===== src/common/ecd_defines.svh =====
// constants for the sampling clock selector and divider
// assumes a 250 MHz core clock and a 500 kHz nominal sampling clock
`ifndef ECD_DEFINES_SVH
`define ECD_DEFINES_SVH

// core clock and nominal oscillator, in kHz
`define ECD_MCLK_KHZ 250000
`define ECD_OSC_KHZ 500

// mclk cycles per half period of the nominal sampling clock
`define ECD_OSC_HALF_CYC (`ECD_MCLK_KHZ / (2 * `ECD_OSC_KHZ))

// acquisition time at setting 3 and nominal period, in ns
`define ECD_ACQ3_TIME_NS 508000
`define ECD_NOM_PERIOD_NS (1000000 / `ECD_OSC_KHZ)

// acquisition length in sampling clock periods, per conversion setting
`define ECD_ACQ_TICKS_0 36
`define ECD_ACQ_TICKS_1 68
`define ECD_ACQ_TICKS_2 130
`define ECD_ACQ_TICKS_3 (`ECD_ACQ3_TIME_NS / `ECD_NOM_PERIOD_NS)

// default width of the clock divide field
`define ECD_DIV_W 2

`endif


===== src/common/ecd_pkg.sv =====
// types shared by the sampling clock block
// assumes nothing of its surroundings
package ecd_pkg;

    // gray coded along idle -> busy
    typedef enum logic [0:0] {
        ECD_ACQ_IDLE = 1'b0,
        ECD_ACQ_BUSY = 1'b1
    } ecd_acq_e;

    typedef logic [1:0] ecd_setting_t;

endpackage


===== src/hw/ecd_clock_divider.sv =====
// sampling clock selector: nominal oscillator or divided pin clock,
// plus the acquisition timer that runs on the selected clock
// assumes config inputs come from mclk_i logic; the pin clock is asynchronous
`timescale 1ns/100ps
`include "ecd_defines.svh"
module ecd_clock_divider #(
    parameter int DIV_W = `ECD_DIV_W
) (
    input wire logic mclk_i,
    input wire logic resetn_i,
    input wire logic pin_clock_select_i,
    input wire logic [DIV_W-1:0] clock_divide_field_i,
    input wire logic irq_req_i,
    input wire logic sync_clock_irq_pin_in_i,
    input wire logic acq_start_i,
    input wire logic acq_shunt_i,
    input wire ecd_pkg::ecd_setting_t bus_conversion_setting_i,
    input wire ecd_pkg::ecd_setting_t shunt_conversion_setting_i,
    output logic sync_clock_irq_pin_out_o,
    output logic sync_clock_irq_pin_oe_o,
    output logic osc_enable_o,
    output logic sys_clk_o,
    output logic sys_tick_o,
    output logic acq_busy_o,
    output logic acq_done_o
);

    localparam int CNT_W = 9;
    localparam logic [CNT_W-1:0] OSC_HALF = CNT_W'(`ECD_OSC_HALF_CYC);

    // the divide value must fit the shared half period counter
    if (DIV_W < 1 || DIV_W > CNT_W - 1)
    begin
        $error("divide field width out of range");
    end

    typedef struct packed {
        logic clk_ff;
        logic tick_ff;
        logic act_ext_ff;
        logic [DIV_W-1:0] act_div_ff;
        logic [CNT_W-1:0] half_cnt_ff;
        ecd_pkg::ecd_acq_e acq_ff;
        logic [CNT_W-1:0] acq_cnt_ff;
        logic done_ff;
        logic osc_en_ff;
        logic pin_oe_ff;
        logic pin_out_ff;
    } ecd_state_s;

    ecd_state_s st_ff;
    ecd_state_s nxt_st;
    logic pin_rise;
    logic half_end;
    ecd_pkg::ecd_setting_t cur_set;
    logic [CNT_W-1:0] acq_len;

    // the filtering front end stands in for the pin's schmitt buffer
    ecd_pin_sync u_pin_sync (
        .mclk_i(mclk_i),
        .resetn_i(resetn_i),
        .async_i(sync_clock_irq_pin_in_i),
        .level_o(),
        .rise_o(pin_rise)
    );

    always_comb
    begin
        cur_set = acq_shunt_i ? shunt_conversion_setting_i : bus_conversion_setting_i;
        unique case (cur_set)
            2'h0: acq_len = CNT_W'(`ECD_ACQ_TICKS_0);
            2'h1: acq_len = CNT_W'(`ECD_ACQ_TICKS_1);
            2'h2: acq_len = CNT_W'(`ECD_ACQ_TICKS_2);
            2'h3: acq_len = CNT_W'(`ECD_ACQ_TICKS_3);
        endcase
    end

    // half period ends after OSC_HALF mclk cycles, or after field+1 pin edges
    assign half_end = st_ff.act_ext_ff ? (st_ff.half_cnt_ff == CNT_W'(st_ff.act_div_ff))
                                       : (st_ff.half_cnt_ff == OSC_HALF - 9'h001);

    always_comb
    begin
        nxt_st = st_ff;
        nxt_st.tick_ff = 1'b0;
        nxt_st.done_ff = 1'b0;
        nxt_st.osc_en_ff = ~pin_clock_select_i;
        nxt_st.pin_oe_ff = ~pin_clock_select_i;
        nxt_st.pin_out_ff = ~irq_req_i;
        if (!st_ff.act_ext_ff || pin_rise)
        begin
            if (half_end)
            begin
                nxt_st.half_cnt_ff = '0;
                nxt_st.clk_ff = ~st_ff.clk_ff;
                nxt_st.tick_ff = ~st_ff.clk_ff;
                // new source and divide take effect only on a falling edge,
                // so every high and low phase is whole; a silent pin blocks the return
                if (st_ff.clk_ff)
                begin
                    nxt_st.act_ext_ff = pin_clock_select_i;
                    nxt_st.act_div_ff = clock_divide_field_i;
                end
            end
            else
            begin
                nxt_st.half_cnt_ff = st_ff.half_cnt_ff + 9'h001;
            end
        end
        unique case (st_ff.acq_ff)
            ecd_pkg::ECD_ACQ_IDLE:
            begin
                if (acq_start_i)
                begin
                    nxt_st.acq_ff = ecd_pkg::ECD_ACQ_BUSY;
                    nxt_st.acq_cnt_ff = acq_len;
                end
            end
            ecd_pkg::ECD_ACQ_BUSY:
            begin
                // counted in sampling periods, so length scales with the clock
                if (st_ff.tick_ff)
                begin
                    nxt_st.acq_cnt_ff = st_ff.acq_cnt_ff - 9'h001;
                    if (st_ff.acq_cnt_ff == 9'h001)
                    begin
                        nxt_st.acq_ff = ecd_pkg::ECD_ACQ_IDLE;
                        nxt_st.done_ff = 1'b1;
                    end
                end
            end
        endcase
    end

    always_ff @(posedge mclk_i or negedge resetn_i)
    begin
        if (!resetn_i)
        begin
            st_ff <= '0;
            st_ff.osc_en_ff <= 1'b1;
            st_ff.pin_oe_ff <= 1'b1;
            st_ff.pin_out_ff <= 1'b1;
        end
        else
        begin
            st_ff <= nxt_st;
        end
    end

    assign sys_clk_o = st_ff.clk_ff;
    assign sys_tick_o = st_ff.tick_ff;
    assign acq_busy_o = (st_ff.acq_ff == ecd_pkg::ECD_ACQ_BUSY);
    assign acq_done_o = st_ff.done_ff;
    assign osc_enable_o = st_ff.osc_en_ff;
    assign sync_clock_irq_pin_oe_o = st_ff.pin_oe_ff;
    assign sync_clock_irq_pin_out_o = st_ff.pin_out_ff;

    // helper counters read only by the checks below
    logic [CNT_W-1:0] chk_cyc_ff;
    logic [CNT_W-1:0] chk_edge_ff;
    logic [CNT_W-1:0] chk_tick_ff;
    logic [CNT_W-1:0] chk_len_ff;
    always_ff @(posedge mclk_i or negedge resetn_i)
    begin
        if (!resetn_i)
        begin
            chk_cyc_ff <= '0;
            chk_edge_ff <= '0;
            chk_tick_ff <= '0;
            chk_len_ff <= '0;
        end
        else
        begin
            chk_cyc_ff <= (st_ff.clk_ff != nxt_st.clk_ff) ? 9'h000 : chk_cyc_ff + 9'h001;
            chk_edge_ff <= (st_ff.clk_ff != nxt_st.clk_ff) ? 9'h000 : chk_edge_ff + CNT_W'(pin_rise);
            if (acq_start_i && !acq_busy_o)
            begin
                chk_tick_ff <= '0;
                chk_len_ff <= acq_len;
            end
            else if (acq_busy_o && sys_tick_o)
            begin
                chk_tick_ff <= chk_tick_ff + 9'h001;
            end
        end
    end

    localparam int OSC_HALF_I = `ECD_OSC_HALF_CYC;
endmodule


===== src/hw/ecd_pin_sync.sv =====
// three stage synchroniser with a filtered level and rising edge pulse
// assumes the input is asynchronous to mclk_i
`timescale 1ns/100ps
module ecd_pin_sync (
    input wire logic mclk_i,
    input wire logic resetn_i,
    input wire logic async_i,
    output logic level_o,
    output logic rise_o
);

    typedef struct packed {
        logic s1_ff;
        logic s2_ff;
        logic s3_ff;
        logic lvl_ff;
        logic rise_ff;
    } ecd_sync_s;

    ecd_sync_s st_ff;
    ecd_sync_s nxt_st;

    always_comb
    begin
        nxt_st = st_ff;
        nxt_st.s1_ff = async_i;
        nxt_st.s2_ff = st_ff.s1_ff;
        nxt_st.s3_ff = st_ff.s2_ff;
        nxt_st.rise_ff = 1'b0;
        // a change counts only once stages two and three agree
        if (st_ff.s2_ff == st_ff.s3_ff)
        begin
            nxt_st.lvl_ff = st_ff.s3_ff;
            nxt_st.rise_ff = st_ff.s3_ff & ~st_ff.lvl_ff;
        end
    end

    always_ff @(posedge mclk_i or negedge resetn_i)
    begin
        // the pin idles high on its pull-up, so no false edge follows reset
        if (!resetn_i)
            st_ff <= '{s1_ff: 1'b1, s2_ff: 1'b1, s3_ff: 1'b1, lvl_ff: 1'b1, rise_ff: 1'b0};
        else
            st_ff <= nxt_st;
    end

    assign level_o = st_ff.lvl_ff;
    assign rise_o = st_ff.rise_ff;

endmodule


===== config.mk =====
export PLATFORM = sky130hd
export DESIGN_NAME = ecd_clock_divider
export DESIGN_NICKNAME = d
export VERILOG_FILES = /design/src/common/ecd_pkg.sv /design/src/hw/ecd_clock_divider.sv /design/src/hw/ecd_pin_sync.sv
export VERILOG_INCLUDE_DIRS = /design/src /design/src/common
export SDC_FILE = /design/constraint.sdc
export NUM_CORES = 1
export LEC_CHECK = 0
export BUFFER_PORTS_ARGS = -buffer_cell sky130_fd_sc_hd__buf_2
export CORE_ASPECT_RATIO = 1.1
export CORE_MARGIN = 3
export CORE_UTILIZATION = 55
export CTS_BUF_LIST = sky130_fd_sc_hd__clkbuf_2
export DETAILED_ROUTE_END_ITERATION = 8
export HOLD_SLACK_MARGIN = 0.08
export PLACE_DENSITY = 0.82
export SKIP_LAST_GASP = 1
export SYNTH_ARGS = -nofsm -noshare
export SYNTH_HDL_FRONTEND = slang
export SYNTH_SLANG_ARGS = --single-unit

===== constraint.sdc =====
create_clock -name mclk_i -period 2.4 [get_ports mclk_i]
set_clock_uncertainty 0.2 [all_clocks]
set_input_delay 0.6 -clock mclk_i [delete_from_list [all_inputs] [get_ports mclk_i]]
set_output_delay 0.6 -clock mclk_i [all_outputs]
set_load 0.01 [all_outputs]

Yosys cells after proc, flatten, opt, wreduce, memory -nomap -nowiden --
Cells that the tools add are included.
Storage, ports and cells: word-level logic and storage cells 52, flip-flop bits (word level) 32, output and inout bits 7, bits of input ports 13
Cells by class: bitwise logic cells 6, $add $sub $neg 2, muxes and demuxes 14, reductions and logical operators 6, eq/ne operators 9
Operator list (number):
- 9-bit one-hot mux with 4 select lines | 1
- 10-bit one-hot mux with 2 select lines | 1
- 13-bit two-way mux | 1
- 11-bit two-way mux | 1
- 10-bit two-way mux | 1
- 9-bit by 1-bit adder with 9-bit output, second input constant | 1
- 9-bit by 1-bit == test with 1-bit output, second input constant | 1
- 9-bit by 2-bit == test with 1-bit output | 1
- 9-bit by 8-bit == test with 1-bit output, second input constant | 1
- 9-bit two-way mux | 1
- 9-bit by 1-bit subtractor with 9-bit output, second input constant | 1
- 1-bit two-way mux | 5
- 1-bit NOT | 5
- 2-bit == test, second input constant | 2
- 4-bit two-way mux | 1
- 2-bit AND reduction | 2
- 3-bit two-way mux | 1
- 3-bit AND reduction | 1
- 2-bit by 1-bit == test with 1-bit output, second input constant | 1
- 2-bit zero test | 1
- 2-bit two-way mux | 1
- 2-bit by 1-bit != test with 1-bit output, second input constant | 1
- 2-bit != test, second input constant | 1
- 1-bit bitwise AND | 1
- other kinds (3) | 3

Longest topological paths before layout --
depth after elaboration 5, mapped depth 6, depth with buffers taken out 6

Modules after synthesis --
A second synthesis with hierarchy kept.
Unflattened totals: cells, all modules 140, area total of the unflattened synthesis 1539.0 µm²
By module, submodules not included:
- ecd_clock_divider | area an instance 1387.6 µm², seq. area each 678.2 µm², cells each 133, times used 1
- ecd_pin_sync | area an instance 151.4 µm², seq. area each 130.1 µm², cells each 7, times used 1

Least setup slack after synthesis --
No wires, ideal clock.
path type register to register, from register st_ff[17] (netlist name), to register st_ff[23] (netlist name), path buffers 0, library setup time 0.125 ns, setup slack 0.210 ns, arrival time 1.865 ns, required time 2.075 ns, period minus slack after synthesis 2.190 ns, cell stages (with the launch flop) 6, path through dfrtp_1 or4b_1 nor4_2 a21oi_1 nor4b_2 mux2_2
Between the ends: cells in the longest elaborated chain, start to end 3, elaborated cells between the ends (all ways) 4, those cells by class eq/ne (2); mux (1); reduce/logical (1)
Ends and longest elaborated chain:
- start, declared | line ecd_clock_divider.sv:51 | ecd_state_s st_ff;
- start signal, assigned | line ecd_clock_divider.sv:146 | st_ff <= nxt_st;
- 9-bit by 8-bit == test with 1-bit output / 9-bit by 2-bit == test with 1-bit output (equally long branches) | line ecd_clock_divider.sv:80, ecd_clock_divider.sv:79
- 1-bit two-way mux * | line ecd_clock_divider.sv:79 | assign half_end = st_ff.act_ext_ff ? (st_ff.half_cnt_ff == CNT_W'(st_ff.act_div_ff))
- 3-bit AND reduction (no source line) *
Mark *: on every way between the ends. The rest lies on a longest branch, timed or not. A chain may end at the register's enable or synchronous reset.

Worst setup path after layout --
from register st_ff[19] (netlist name), to register st_ff[23] (netlist name)
The elaborated chain is that of the path after synthesis.

==> results.cfg <==
[sta]
fmax_mhz = 418
fin_setup_tns_ns = 0
hold_violations = 0
drv_slew = 0
period_needed_ns = 2.39
setup_violations = 0
rsz0062_at_grt = yes
worst_slew_pin_slew_ns = 0.688
post-route-period-util_pct = 99.7
max_slew_margin_pct = 54.1

[setup_path]
critPathLaunchType = flop
rr_startpoint = st_ff[19]
rrSetupSlack_ns = 0.006
reg2regPathDepth = 5
crit_start = st_ff[19]
r2r_end = st_ff[23]
worstSetupEndpoint = st_ff[23]
cp.required_ns = 2.44
crit_type = flop to flop
endpoint_kind = flop
cp_max_fo = 3
critPathArrivalTime_ns = 2.44

[synthesis]
synth.distinct_cells = 39
synthTopCellsByArea = dfrtp_1 42%, dfstp_2 10%, nand2_1 4.3%
syn_area_um2 = 1560
synth_enable_flop_cells = 0
synthFlopType = dfrtp_1
yosys_warnings = 0
syn_nets = 171
async_flop_share_pct = 100
yosysTopAreaCell = dfrtp_1
syn_area_per_cell_um2 = 10.2
synth_seq_cells = 32
synth_top_area_share_pct = 41.8
synthCells = 153
ys_seq_area_share_pct = 51.9
synthTopCellsByCount = 26 x dfrtp_1, 18 x nand2_1, 17 x nor2_1
synth_most_common_cell = dfrtp_1

[pwr]
combPwrFrac_pct = 7.9
seq_power_share_pct = 65.2
p_per_area_nw_per_um2 = 524
vdd_drop_max_mv = 0.438
switching_share_pct = 26.4
clock_power_share_pct = 26.9
switchingPower_uw = 241
power_uw = 913
leakagePower_uw = 0.000790
cellInternalPower_uw = 671

[clocking]
cts-root-buf = clkbuf_2
clkSinkCount = 32
h-tree-depth = 2
cts.clk_slew.worst_paths_ns = 0.16
insertion_delay_ns = 0.35
cts-buffers-inserted = 5
clk_path_buf_depth = 2
cts_tree = built

[floorplanning]
die_h_um = 61.8
rows = 19
boundaryPins = 20
die_area_um2 = 3510
coreArea_um2 = 2590
fp.dieW_um = 56.7
start_util_pct = 60.1

[run]
maxCapViolations = 0

[detailed_routing]
drt-pass1-iter-count = 4
via_count = 1261
drtIter0Drc = 69
vias_per_cell = 6.00
wl_mm = 3.18
drtAntennaViolNets = 0
drc_errors = 0
wire_per_inst_um = 15.1

[outcome]
status = completed

[global_route]
use_met1_pct = 24.1
grt_max_degree = 33
grt_usage_pct = 19.6
gr-total-overflow = 0
first_global_vias = 1186
antenna_found_initial = 0
grt-busiest-layer = met2
grt_pass1_wl_mm = 5.23
grt_use_met3_pct = 6.61
grtUsageMet2_pct = 32.2

[cells_and_area]
drive_gt1_share_pct = 23.5
syn_to_final_growth_pct = 12.0
nets = 196
insertedDiodeCount = 0

[place]
io_buffers = 19
place.gp.congestion = 0.850
post-dp-hpwl_mm = 2.28

[min_path]
hp-class = input pin to flop
-- metal layers --
metal	up-vias	share of wire (%)
met1	599	41
met5	-	0
met4	0	2.0
met2	57	49
li1	595	-
met3	10	7.9
-- worst min path at each step --
stage / start / to / slack, ns / cells past startpoint
floorplan: resetn_i / acq_busy_o / 0.10 / 0
global placement: u_pin_sync.nxt_st[3] / u_pin_sync.nxt_st[2] / 0.15 / 0
detailed placement: u_pin_sync.nxt_st[3] / u_pin_sync.nxt_st[2] / 0.15 / 0
CTS: sync_clock_irq_pin_in_i / u_pin_sync.nxt_st[3] / 0.11 / 1
global route: sync_clock_irq_pin_in_i / u_pin_sync.nxt_st[3] / 0.11 / 1
finish: sync_clock_irq_pin_in_i / u_pin_sync.nxt_st[3] / 0.14 / 1
-- layout by cell type, fill, tap and decap left out, types with 2 or more instances in the layout --
cell,Yosys,routed
nor3_1,5,5
inv_1,7,7
or4_1,2,2
nor4_1,3,3
ha_1,5,5
xor2_1,3,3
o21ai_0,9,9
nand4_1,3,3
dfstp_2,6,6
clkbuf_2,0,6
o211ai_1,2,2
mux2_2,4,4
dfrtp_1,26,26
and3_1,2,2
o311ai_0,2,2
xnor2_1,4,4
nor2_1,17,17
nand2_1,18,18
nor2b_1,2,2
clkinv_1,0,2
nand2b_1,3,3
a21oi_1,6,5
nand3_1,5,5
buf_2,0,19
-- cell type report --
type	instances	area, µm²
Fill cell	218	848
Clock inverter	2	7.51
Inverter	7	26.3
Clock buffer	6	30.0
Sequential cell	32	808
Timing Repair Buffer	21	113
Multi-Input combinational cell	111	719
Tap cell	31	38.8
-- critical path: stages, from the launching register on --
cell	delay [ns]
dfrtp_1	0.43
or4b_1	0.59
nor4_4	0.22
a21oi_2	0.13
nor4b_2	0.35
mux2_2	0.37
-- what timing repair did --
item,CTS,global route
buffers inserted,0,1
endpoints found under the setup margin,0,2
hold buffers,1,0
resized for setup,0,2
hold endpoints to repair,15,0
-- metrics by stage --
stage	hold slack [ns]	instances	util (%)	cell area (µm²)	setup WS [ns]
after CTS	0.109	209	66.5	1720	0.0610
after global placement	0.150	200	64.7	1680	0.135
final	0.140	210	67.3	1740	0.00604
after global routing	0.108	210	67.3	1740	-0.0747
after detailed placement	0.152	200	64.7	1680	0.0895
after floorplan	0.104	153	-	1560	0.210
-- flip-flops by register name (all words and copies together), names as in the netlist --
name,flops
u_pin_sync.rise_o,1
u_pin_sync.st_ff,1
acq_busy_o,1
st_ff,21
u_pin_sync.level_o,1
sync_clock_irq_pin_out_o,1
sys_tick_o,1
sys_clk_o,1
sync_clock_irq_pin_oe_o,1
u_pin_sync.nxt_st,2
acq_done_o,1
-- power groups by stage --
stage	clock, µW	combinational, µW	sequential (µW)
3_3_place_gp	0	66.5	600
2_1_floorplan	0	39.7	596
6_report	245	72.0	595
5_1_grt	279	85.1	599
4_1_cts	252	74.0	594
3_5_place_dp	0	72.6	603
-- cells by family after synthesis --
kind of cell | share of synthesized area [%]
AO/OA/AOI/OAI | 10.3
XOR/XNOR | 3.94
adder cells (fa/ha/maj) | 4.66
buffers and inverters | 2.65
flip-flops | 51.9
multiplexers | 3.54
AND/OR/NAND/NOR | 23.0
Power figures use the tool's default switching activity.
